### src/hw/acms_pkg.sv
// Operation
// - Off state shuts everything, ignores bus
// - Standby keeps digital only, bus alive
// - Active bit enables all blocks
// - Active to standby keeps all registers (code clears data_valid_o and the start-up counters)
// - Standby to active resets designated registers
// - Sleep and wake exist only in active
// - Scale 1024, 512, 256 counts per g
// - Two's-complement axis data from address 0x00
// - Self-test adds stimulus before range scaling
// - Suppress bus glitches up to 50 ns
// - Valid data after two samples plus 1 ms
package acms_pkg;

  // ==========================================================================
  // Operating modes and ranges
  typedef enum logic [1:0] {
    ACMS_OFF   = 2'b00,
    ACMS_STBY  = 2'b01,
    ACMS_WAKE  = 2'b10,
    ACMS_SLEEP = 2'b11
  } acms_mode_t;

  typedef enum logic [1:0] {
    ACMS_FS_2G = 2'b00,
    ACMS_FS_4G = 2'b01,
    ACMS_FS_8G = 2'b10
  } acms_range_t;

  // ==========================================================================
  // Sensitivities, counts per g
  localparam int ACMS_SENS_2G = 1024;
  localparam int ACMS_SENS_4G = 512;
  localparam int ACMS_SENS_8G = 256;

  // ==========================================================================
  // Data layout
  localparam int ACMS_RAW_W  = 15;  // Raw input at 2g sensitivity, +-16g headroom
  localparam int ACMS_OUT_W  = 12;
  localparam int ACMS_AXES   = 3;
  localparam logic [7:0] ACMS_OUT_BASE = 8'h00;
  localparam logic [7:0] ACMS_OUT_LAST = 8'h05;
  localparam logic [7:0] ACMS_RD_IDLE  = 8'h00;

  typedef struct packed {
    logic signed [ACMS_RAW_W-1:0] z;
    logic signed [ACMS_RAW_W-1:0] y;
    logic signed [ACMS_RAW_W-1:0] x;
  } acms_raw_t;

  typedef struct packed {
    logic signed [ACMS_OUT_W-1:0] z;
    logic signed [ACMS_OUT_W-1:0] y;
    logic signed [ACMS_OUT_W-1:0] x;
  } acms_axes_t;

  typedef struct packed {
    logic digital;
    logic analog;
    logic sample_clk;
    logic bus;
  } acms_pwr_t;

  // ==========================================================================
  // Timing
  localparam int ACMS_CLK_NS     = 50;
  localparam int ACMS_GLITCH_NS  = 50;
  localparam int ACMS_GLITCH_CYC = (ACMS_GLITCH_NS + ACMS_CLK_NS - 1) / ACMS_CLK_NS;
  localparam int ACMS_STARTUP_US = 1000;
  localparam int ACMS_STARTUP_CYC = (ACMS_STARTUP_US * 1000 + ACMS_CLK_NS - 1) / ACMS_CLK_NS;
  localparam int ACMS_STARTUP_SMP = 2;
  localparam logic ACMS_LINE_IDLE = 1'b1;

endpackage

### src/hw/acms_glitch_filt.sv
`timescale 1ns/1ns
module acms_glitch_filt #(
  parameter int GLITCH_CYC = acms_pkg::ACMS_GLITCH_CYC
) (
  // Clock and reset
  input  wire logic mclk_i,
  input  wire logic arst_n_i,
  input  wire logic ce_i,
  // Line
  input  wire logic en_i,
  input  wire logic line_i,
  output logic      line_o
);

  // ==========================================================================
  // Spike suppression
  // A level must be seen on GLITCH_CYC+1 samples in a row, so any pulse no
  // wider than GLITCH_CYC cycles never reaches the output.
  logic [GLITCH_CYC:0] hist_q;
  logic                line_q;

  // Sample history
  always_ff @(posedge mclk_i or negedge arst_n_i) begin
    if (!arst_n_i) begin
      hist_q <= {(GLITCH_CYC+1){acms_pkg::ACMS_LINE_IDLE}};
    end else if (ce_i) begin
      hist_q <= {hist_q[GLITCH_CYC-1:0], line_i};
    end
  end

  // Filtered level, idle while bus disabled
  always_ff @(posedge mclk_i or negedge arst_n_i) begin
    if (!arst_n_i) begin
      line_q <= acms_pkg::ACMS_LINE_IDLE;
    end else if (ce_i) begin
      if (!en_i) begin
        line_q <= acms_pkg::ACMS_LINE_IDLE;
      end else if (&hist_q) begin
        line_q <= 1'b1;
      end else if (~|hist_q) begin
        line_q <= 1'b0;
      end
    end
  end

  assign line_o = line_q;

endmodule

### src/hw/acms_mode_ctrl.sv
`timescale 1ns/1ns
module acms_mode_ctrl #(
  parameter int STARTUP_CYC = acms_pkg::ACMS_STARTUP_CYC,
  parameter int STARTUP_SMP = acms_pkg::ACMS_STARTUP_SMP,
  parameter int GLITCH_CYC  = acms_pkg::ACMS_GLITCH_CYC
) (
  // Clock and reset
  input  wire logic                 mclk_i,
  input  wire logic                 arst_n_i,
  input  wire logic                 ce_i,
  // Power and mode control
  input  wire logic                 supply_ok_i,
  input  wire logic                 active_bit_i,
  input  wire logic                 sleep_req_i,
  input  wire logic                 wake_req_i,
  // Sample path
  input  wire logic                 sample_tick_i,
  input  wire acms_pkg::acms_raw_t  accel_i,
  input  wire logic                 self_test_i,
  input  wire acms_pkg::acms_raw_t  stim_i,
  input  wire logic [1:0]           range_i,
  // Bus pins
  input  wire logic                 scl_i,
  input  wire logic                 sda_i,
  output logic                      scl_filt_o,
  output logic                      sda_filt_o,
  // Output register readout
  input  wire logic [7:0]           rd_addr_i,
  output logic [7:0]                rd_data_o,
  // Status
  output acms_pkg::acms_mode_t      mode_o,
  output acms_pkg::acms_pwr_t       pwr_o,
  output logic                      reg_reset_o,
  output logic                      data_valid_o,
  output acms_pkg::acms_axes_t      axes_o
);

  localparam int RW = acms_pkg::ACMS_RAW_W;
  localparam int OW = acms_pkg::ACMS_OUT_W;
  localparam int CW = $clog2(STARTUP_CYC + 1);
  localparam int SW = $clog2(STARTUP_SMP + 1);

  // ==========================================================================
  // Helpers
  // Divide raw 2g-scaled counts down to the selected range and saturate.
  function automatic logic signed [OW-1:0] scale_axis(
    input logic signed [RW:0] val,
    input logic        [1:0]  rng
  );
    logic signed [RW:0] shifted;
    logic signed [RW:0] maxv;
    logic signed [RW:0] minv;
    maxv = (RW+1)'(2 ** (OW-1) - 1);
    minv = -(RW+1)'(2 ** (OW-1));
    case (rng)
      acms_pkg::ACMS_FS_4G: shifted = val >>> $clog2(acms_pkg::ACMS_SENS_2G / acms_pkg::ACMS_SENS_4G);
      acms_pkg::ACMS_FS_8G: shifted = val >>> $clog2(acms_pkg::ACMS_SENS_2G / acms_pkg::ACMS_SENS_8G);
      default:              shifted = val;
    endcase
    if (shifted > maxv) begin
      scale_axis = maxv[OW-1:0];
    end else if (shifted < minv) begin
      scale_axis = minv[OW-1:0];
    end else begin
      scale_axis = shifted[OW-1:0];
    end
  endfunction

  // Pick one output byte: MSB holds bits 11..4, LSB holds 3..0 left-justified
  function automatic logic [7:0] axis_byte(
    input logic [OW-1:0] v,
    input logic          lsb
  );
    axis_byte = lsb ? {v[3:0], 4'h0} : v[OW-1:4];
  endfunction

  // ==========================================================================
  // Mode state machine
  acms_pkg::acms_mode_t mode_q;
  acms_pkg::acms_mode_t mode_d;
  logic                 is_active;
  logic                 enter_active;

  // Sleep and wake requests act only within the active pair
  always_comb begin
    mode_d = mode_q;
    if (!supply_ok_i) begin
      mode_d = acms_pkg::ACMS_OFF;
    end else begin
      case (mode_q)
        acms_pkg::ACMS_OFF: begin
          mode_d = acms_pkg::ACMS_STBY;
        end
        acms_pkg::ACMS_STBY: begin
          if (active_bit_i) begin
            mode_d = acms_pkg::ACMS_WAKE;
          end
        end
        acms_pkg::ACMS_WAKE: begin
          if (!active_bit_i) begin
            mode_d = acms_pkg::ACMS_STBY;
          end else if (sleep_req_i) begin
            mode_d = acms_pkg::ACMS_SLEEP;
          end
        end
        acms_pkg::ACMS_SLEEP: begin
          if (!active_bit_i) begin
            mode_d = acms_pkg::ACMS_STBY;
          end else if (wake_req_i) begin
            mode_d = acms_pkg::ACMS_WAKE;
          end
        end
        default: begin
          mode_d = acms_pkg::ACMS_OFF;
        end
      endcase
    end
  end

  always_ff @(posedge mclk_i or negedge arst_n_i) begin
    if (!arst_n_i) begin
      mode_q <= acms_pkg::ACMS_OFF;
    end else if (ce_i) begin
      mode_q <= mode_d;
    end
  end

  assign is_active    = (mode_q == acms_pkg::ACMS_WAKE) || (mode_q == acms_pkg::ACMS_SLEEP);
  assign enter_active = (mode_q == acms_pkg::ACMS_STBY) && (mode_d == acms_pkg::ACMS_WAKE);

  // ==========================================================================
  // Block enables
  acms_pkg::acms_pwr_t pwr_q;

  // Registered so downstream gating sees clean levels
  always_ff @(posedge mclk_i or negedge arst_n_i) begin
    if (!arst_n_i) begin
      pwr_q <= '0;
    end else if (ce_i) begin
      pwr_q.digital    <= (mode_d != acms_pkg::ACMS_OFF);
      pwr_q.bus        <= (mode_d != acms_pkg::ACMS_OFF);
      pwr_q.analog     <= mode_d[1];
      pwr_q.sample_clk <= mode_d[1];
    end
  end

  // Pulse that clears the designated subset on entry to active
  logic reg_reset_q;

  always_ff @(posedge mclk_i or negedge arst_n_i) begin
    if (!arst_n_i) begin
      reg_reset_q <= 1'b0;
    end else if (ce_i) begin
      reg_reset_q <= enter_active;
    end
  end

  // ==========================================================================
  // Start-up delay: the time leg first, then the sample leg
  logic [CW-1:0] wait_cnt_q;
  logic [SW-1:0] smp_cnt_q;
  logic          valid_q;

  always_ff @(posedge mclk_i or negedge arst_n_i) begin
    if (!arst_n_i) begin
      wait_cnt_q <= '0;
      smp_cnt_q  <= '0;
      valid_q    <= 1'b0;
    end else if (ce_i) begin
      if (!is_active || enter_active) begin
        wait_cnt_q <= '0;
        smp_cnt_q  <= '0;
        valid_q    <= 1'b0;
      end else if (!valid_q) begin
        if (wait_cnt_q != CW'(STARTUP_CYC)) begin
          wait_cnt_q <= wait_cnt_q + 1'b1;
        end else if (sample_tick_i) begin
          if (smp_cnt_q == SW'(STARTUP_SMP - 1)) begin
            valid_q <= 1'b1;
          end
          smp_cnt_q <= smp_cnt_q + 1'b1;
        end
      end
    end
  end

  // ==========================================================================
  // Output data: scaled per axis, captured only while sampling is live
  acms_pkg::acms_axes_t axes_q;
  localparam int ACMS_N = acms_pkg::ACMS_AXES;
  acms_pkg::acms_axes_t axes_d;

  genvar gi;
  generate
    for (gi = 0; gi < ACMS_N; gi++) begin : g_axis
      logic signed [RW:0] sum;
      logic signed [RW-1:0] a;
      logic signed [RW-1:0] s;
      assign a   = accel_i[gi*RW +: RW];
      assign s   = self_test_i ? stim_i[gi*RW +: RW] : '0;
      assign sum = (RW+1)'(a) + (RW+1)'(s);
      assign axes_d[gi*OW +: OW] = scale_axis(sum, range_i);
    end
  endgenerate

  // Standby freezes the last sample; off and active entry clear it
  always_ff @(posedge mclk_i or negedge arst_n_i) begin
    if (!arst_n_i) begin
      axes_q <= '0;
    end else if (ce_i) begin
      if (mode_q == acms_pkg::ACMS_OFF || enter_active) begin
        axes_q <= '0;
      end else if (is_active && valid_q && sample_tick_i) begin
        axes_q <= axes_d;
      end
    end
  end

  // ==========================================================================
  // Byte readout, X MSB at the base address
  logic [7:0] rd_q;
  logic [7:0] rd_off;

  assign rd_off = rd_addr_i - acms_pkg::ACMS_OUT_BASE;

  always_ff @(posedge mclk_i or negedge arst_n_i) begin
    if (!arst_n_i) begin
      rd_q <= acms_pkg::ACMS_RD_IDLE;
    end else if (ce_i) begin
      if (mode_q == acms_pkg::ACMS_OFF) begin
        rd_q <= acms_pkg::ACMS_RD_IDLE;
      end else begin
        case (rd_off)
          8'h00:   rd_q <= axis_byte(axes_q.x, 1'b0);
          8'h01:   rd_q <= axis_byte(axes_q.x, 1'b1);
          8'h02:   rd_q <= axis_byte(axes_q.y, 1'b0);
          8'h03:   rd_q <= axis_byte(axes_q.y, 1'b1);
          8'h04:   rd_q <= axis_byte(axes_q.z, 1'b0);
          8'h05:   rd_q <= axis_byte(axes_q.z, 1'b1);
          default: rd_q <= acms_pkg::ACMS_RD_IDLE;
        endcase
      end
    end
  end

  // ==========================================================================
  // Bus line filters; a dead bus reads idle so no transaction can start
  logic [1:0] line_in;
  logic [1:0] line_out;

  assign line_in = {sda_i, scl_i};

  generate
    for (gi = 0; gi < 2; gi++) begin : g_filt
      acms_glitch_filt #(
        .GLITCH_CYC (GLITCH_CYC)
      ) u_filt (
        .mclk_i   (mclk_i),
        .arst_n_i (arst_n_i),
        .ce_i     (ce_i),
        .en_i     (pwr_q.bus),
        .line_i   (line_in[gi]),
        .line_o   (line_out[gi])
      );
    end
  endgenerate

  // ==========================================================================
  // Outputs
  assign scl_filt_o   = line_out[0];
  assign sda_filt_o   = line_out[1];
  assign rd_data_o    = rd_q;
  assign mode_o       = mode_q;
  assign pwr_o        = pwr_q;
  assign reg_reset_o  = reg_reset_q;
  assign data_valid_o = valid_q;
  assign axes_o       = axes_q;

endmodule

### config.mk
export PLATFORM = sky130hd
export DESIGN_NAME = acms_mode_ctrl
export DESIGN_NICKNAME = d
export VERILOG_FILES = /design/src/hw/acms_pkg.sv /design/src/hw/acms_glitch_filt.sv /design/src/hw/acms_mode_ctrl.sv
export SDC_FILE = /design/constraint.sdc
export NUM_CORES = 1
export LEC_CHECK = 0
export BUFFER_PORTS_ARGS = -buffer_cell sky130_fd_sc_hd__buf_2
export CORE_MARGIN = 5
export CORE_UTILIZATION = 55
export DETAILED_ROUTE_END_ITERATION = 8
export GPL_ROUTABILITY_DRIVEN = 1
export GPL_TIMING_DRIVEN = 0
export PLACE_DENSITY_LB_ADDON = 0.15
export SETUP_SLACK_MARGIN = 0.05
export SLEW_MARGIN = 5
export SYNTH_ARGS = -nofsm -noshare
export SYNTH_HDL_FRONTEND = slang
export SYNTH_SLANG_ARGS = --single-unit
### constraint.sdc
create_clock -name mclk_i -period 2.75 [get_ports mclk_i]
set_input_delay 0.55 -clock mclk_i [delete_from_list [all_inputs] [get_ports mclk_i]]
set_output_delay 0.55 -clock mclk_i [all_outputs]
set_load 0.03 [all_outputs]
== Word-level counts from Yosys, hierarchy flattened ==
Index checks and enable logic that the tools add are counted.
W data, S select, Z words.

* Magnitude comparators: 6
* Mux-type cells: 41
* Add/subtract/negate cells: 5
* Equal/unequal tests: 17
* Reduce and logical (&&, ||, !) cells: 22

{| class="wikitable"
|+ Operators by type and width
! kind !! count
|-
| $mux W15 || 6
|-
| $pmux W15 S2 || 3
|-
| $mux W12 || 6
|-
| $mux W36 || 2
|-
| $add A15 B15 Y16 || 3
|-
| $gt A16 B12 Y1 const B || 3
|-
| $lt A16 B12 Y1 const B || 3
|-
| $pmux W8 S6 || 1
|-
| $mux W2 || 10
|-
| $eq A8 B2 Y1 const B || 2
|-
| $eq A8 B3 Y1 const B || 2
|-
| $add A15 B1 Y15 const B || 1
|-
| $ne A15 B15 Y1 const B || 1
|-
| $mux W1 || 11
|-
| $reduce_and A2 Y1 || 5
|-
| $eq A2 B2 Y1 const B || 4
|-
| $eq A8 B1 Y1 const B || 1
|-
| $logic_not A8 Y1 || 1
|-
| $mux W8 || 1
|-
| $pmux W2 S4 || 1
|-
| $reduce_bool A2 Y1 || 4
|-
| $eq A2 B1 Y1 const B || 3
|-
| $ne A3 B2 Y1 const B || 2
|-
| $reduce_and A4 Y1 || 1
|-
| other kinds (9) || 14
|}

* Input bits: 111
* Flip-flop bits (word level): 73
* Logic and storage cells: 106

== Longest topological paths before layout ==
* Depth in word-level cells: 9
* Depth in mapped cells: 15

== Hierarchy ==
Synthesis repeated with hierarchy kept, for this count alone.

* Cell total of the unflattened synthesis: 805
* Area total of the unflattened synthesis: 6821.5 um^2

{| class="wikitable"
|+ Modules (own cells, without submodules)
! module !! cells each !! area each (um^2) !! instances
|-
| acms_mode_ctrl || 785 || 6563.8 || 1
|-
| acms_glitch_filt || 10 || 128.9 || 2
|}

== Worst setup path after synthesis ==
No wires, ideal clock.

* Kind: input to register
* Start: input port self_test_i
* End: register axes_q (netlist bit axes_o[2])
* Data arrival time: 3.276 ns
* Path slack: -0.630 ns
* Data required time: 2.646 ns
* Stages: 15
* Path through: clkbuf_1 -> and2_1 -> ha_1 -> inv_1 -> fa_1 -> nand2b_1 -> a211oi_1 -> o2111ai_1 -> a21oi_1 -> xor2_1 -> nand4_1 -> nand3_1 -> a21oi_1 -> buf_2 -> o311ai_1

* Longest elaborated chain between the ends: 8
* Elaborated cells between the ends (all ways): 9
* Classes of those cells: add/sub (1); order compare (2); mux (6)

{| class="wikitable"
|+ Ends and longest elaborated chain
! item !! RTL line !! RTL
|-
| from (decl) || acms_mode_ctrl.sv:19 || <nowiki>input wire logic self_test_i,</nowiki>
|-
| $mux W15 (*) || acms_mode_ctrl.sv:200 || <nowiki>assign s = self_test_i ? stim_i[gi*RW +: RW] : '0;</nowiki>
|-
| $add A15 B15 Y16 (*) || acms_mode_ctrl.sv:201 || <nowiki>assign sum = (RW+1)'(a) + (RW+1)'(s);</nowiki>
|-
| $pmux W15 S2 || acms_mode_ctrl.sv:55 || <nowiki>case (rng)</nowiki>
|-
| $lt A16 B12 Y1 || acms_mode_ctrl.sv:62 || <nowiki>end else if (shifted < minv) begin</nowiki>
|-
| $mux W12 || acms_mode_ctrl.sv:62 ||
|-
| $mux W12 (*) || acms_mode_ctrl.sv:60 || <nowiki>if (shifted > maxv) begin</nowiki>
|-
| $mux W36 (*) || acms_mode_ctrl.sv:213 || <nowiki>end else if (is_active && valid_q && sample_tick_i) begin</nowiki>
|-
| $mux W36 (*) || acms_mode_ctrl.sv:211 || <nowiki>if (mode_q == acms_pkg::ACMS_OFF || enter_active) begin</nowiki>
|-
| to (signal assigned) || acms_mode_ctrl.sv:214 || <nowiki>axes_q <= axes_d;</nowiki>
|-
| to (decl) || acms_mode_ctrl.sv:189 || <nowiki>acms_pkg::acms_axes_t axes_q;</nowiki>
|}

Mark *: on every way between the ends. The rest lies on a longest branch, timed or not. The select of a mux whose other input is x is not followed.
A chain may end at the register's enable or synchronous reset.

== Worst setup path in the final report ==
* Start: input port self_test_i
* End: register axes_q (netlist bit axes_o[16])

The elaborated chain is that of the path after synthesis.

==> impl_metrics.py <==
metrics = {
    "global_routing": {
        "grt_max_degree": 66,
        "antenna_found_initial": 0,
        "grt_first_pass_wirelength_microns": 34100,
        "grt_overflow": 0,
        "first_global_vias": 6806,
        "track_usage_pct": 28.2,
    },
    "worst_hold_path": {
        "hp-class": "in2async",
    },
    "clocking": {
        "cts_buffer_depth": 2,
        "cts.clk_slew.worst_paths_ns": 0.05,
        "cts_tree": "yes",
        "clk-insertion-delay-late_ns": 0.33,
        "holdBufCountCts": 0,
        "cts_htree_levels": 3,
        "cts.sinks": 72,
        "cts.root.buffer_cell": "clkbuf_16",
        "numCtsBuffers": 9,
    },
    "place": {
        "dp_slack_ns": -1.11,
        "portBuffers": 161,
        "place.detailed.hpwl_microns": 16000,
        "dp_cells": 1156,
        "place_congestion": 0.934,
    },
    "final_layout": {
        "nNetsFinal": 1196,
        "areaGrowthSynthToFinish_pct": 35.8,
        "fin_cells": 1205,
        "drive_above_1_share_pct": 35.8,
        "antennaDiodeCount": 0,
    },
    "sta": {
        "tightest_slew_ns": 0.930,
        "slew_headroom_pct": 37.1,
        "worst_slack_ns": -0.439,
        "slew_violations": 0,
        "fmax_mhz": 314,
        "finalCritPeriodShare_pct": 116,
        "min_period_ns": 3.19,
        "skew_ns": 0.00526,
        "grt_setup_unrepaired": "true",
        "setup_violations": 33,
        "hold_violations": 0,
    },
    "power_and_ir_drop": {
        "vdd_drop_max_uv": 250,
        "p_leak_nw": 4.32,
        "power_density_nw_per_um2": 394,
    },
    "yosys": {
        "syn-cell-area_sq_um": 6870,
        "synthSimpleGateAreaFrac_pct": 20.5,
        "synth_most_common_cell": "nand2_1",
        "async_flop_share_pct": 100,
        "post-synth-top-area-cell": "dfrtp_1",
        "synth_top_area_share_pct": 24.0,
        "synthTopCellsByArea": "dfrtp_1 (24%), ha_1 (9.1%), a221o_1 (4.8%), and2_1 (4.6%), nand2_1 (4.4%)",
        "synth_fa_ha_area_share_pct": 9.98,
        "ys_seq_area_share_pct": 26.3,
        "syn_area_per_cell_sq_um": 8.32,
        "yosys-top-cells-count": "nand2_1 (81), dfrtp_1 (66), a21oi_1 (55), nor2_1 (55)",
        "synth_top_flop_cell": "dfrtp_1",
        "synth-xor-area-share_pct": 5.74,
        "yosys_warnings": 0,
        "synth_nets": 990,
        "synthCells": 826,
        "synth-compound-area-share_pct": 29.0,
        "yosysUniqueCellTypes": 80,
        "ys_seq_elements": 72,
        "synth_top_family_by_area": "compound AO/OA/AOI/OAI gates",
        "synth-edff-count": 0,
        "synthMuxAreaShare_pct": 3.00,
    },
    "routing": {
        "drcViolationCount": 0,
        "totalWireLength_microns": 21900,
        "first_iter_violations": 914,
        "viasPerCell": 6.19,
        "ant_nets": 0,
        "routedWlPerCell_microns": 18.2,
        "first_pass_iters": 5,
        "routed-via-count": 7457,
    },
    "run": {
        "cap_violations": 0,
    },
    "worst_setup_path": {
        "crit_chain": "buf_12, clkbuf_16, buf_4, and2_4, ha_4, a21oi_2, o21ai_2, o41ai_4, o211ai_2, a32o_2, a21oi_4, o41ai_2, buf_4, buf_6, a221o_1",
        "r2r-start": "wait_cnt_q[8]",
        "critPathTopFamily": "compound AO/OA/AOI/OAI gates",
        "path_max_fanout": 7,
        "cp-endpoint": "axes_o[16]",
        "rr_endpoint": "wait_cnt_q[10]",
        "required_ns": 2.96,
        "critPathLaunchType": "input pin",
        "critical_path.slowest_cell": "o41ai_4",
        "cp.depth": 15,
        "rr_worst_depth": 9,
        "worst-path-buf-inv": 5,
        "reg2reg_slack_ns": 0.21,
        "cp.arrival_ns": 3.40,
        "worstSetupStartpoint": "self_test_i",
        "crit_path_end_kind": "flop",
        "path_class": "in2reg",
        "cp_common_cell": "buf_4",
        "cpPeakStageDelay_ns": 0.43,
    },
    "floorplanning": {
        "rows": 40,
        "ios": 165,
        "die_area_sq_um": 14800,
        "core_sq_um": 12100,
        "die_x_microns": 122,
        "die_h_microns": 122,
        "start_util_pct": 56.7,
    },
    "run_status": {
        "status": "finished, violations left",
        "violations": "negative setup slack",
    },
}
==> per-stage QoR <==
step                power [mW]  area [sq um]  setup TNS [ns]  hold WS, ns  util (%)
floorplan                 2.00          7110          -11.46        0.254         -
global placement          2.31          8130          -30.84        0.475      67.1
detailed placement        2.34          8160          -31.98        0.386      67.3
CTS                       3.56          9000          -10.75       0.0312      74.3
global route              3.83          9330          -15.11       0.0406      77.0
finish                    3.67          9330          -12.28       0.0397      77.0
==> metal layers <==
layer | GRT usage [%] | wire length [microns] | up-vias | share of wire, %
met5 | 0 | 0 | - | 0
met4 | 9.52 | 537 | 0 | 2.5
met3 | 3.62 | 1800 | 50 | 8.2
met2 | 45.6 | 10200 | 417 | 46
met1 | 38.9 | 9400 | 3501 | 43
li1 | - | - | 3489 | -
==> how the worst min path moves through the flow <==
stage / endpoint / slack, ns / cells past startpoint
6_report: axes_o[31] / 0.04 / 1
4_1_cts: axes_o[31] / 0.03 / 1
2_1_floorplan: axes_o[0] / 0.25 / 0
3_5_place_dp: axes_o[31] / 0.39 / 1
5_1_grt: axes_o[24] / 0.04 / 1
3_3_place_gp: g_filt[1].u_filt.line_o / 0.48 / 1
==> state kept, by name (all words and copies together) (netlist names) <==
register and count:
data_valid_o 1, wait_cnt_q 15, reg_reset_o 1, pwr_o 1
rd_data_o 8, axes_o 36, smp_cnt_q 2, mode_o 2
g_filt.u_filt.line_o 2, g_filt.u_filt.hist_q 4
==> cell usage in the layout (no fill, tap or decap), types with 31 or more instances in the layout <==
master / n
ha_1: 31
nand2_1: 77
buf_4: 37
and2_1: 45
a21oi_1: 41
clkbuf_1: 32
a221o_1: 33
inv_1: 38
o21ai_0: 46
dfrtp_1: 66
nor2_1: 52
buf_2: 159
==> kinds of logic after synthesis <==
family,Yosys count
AO/OA/AOI/OAI,271
flip-flops,72
buffers and inverters,92
adder cells (fa/ha/maj),53
AND/OR/NAND/NOR,274
XOR/XNOR,45
multiplexers,19
==> where the power goes <==
group          switching [mW]  leakage [nW]  total [mW]  internal [mW]
clock                   0.423         0.145        1.10          0.680
sequential             0.0232         0.980        1.12           1.10
combinational           0.843          3.19        1.45          0.610
==> timing repair <==
| item | in CTS | in global routing |
|---|---|---|
| resized for setup | 69 | 45 |
| endpoints found under the setup margin | 37 | 39 |
| cloned | 5 | 1 |
| pin swaps | 27 | 22 |
| buffers inserted | 22 | 9 |
==> area by class of cell <==
class                      count  area [sq um]
multi-input combinational    662          5370
timing repair buffer         199          1190
fill                         885          2780
clock inverter                 3          15.0
tap                          168           210
inverter                      40           150
buffer                        48           313
clock buffer                  13           270
sequential                    72          1810
No activity file was read; power rests on OpenSTA's default activity.
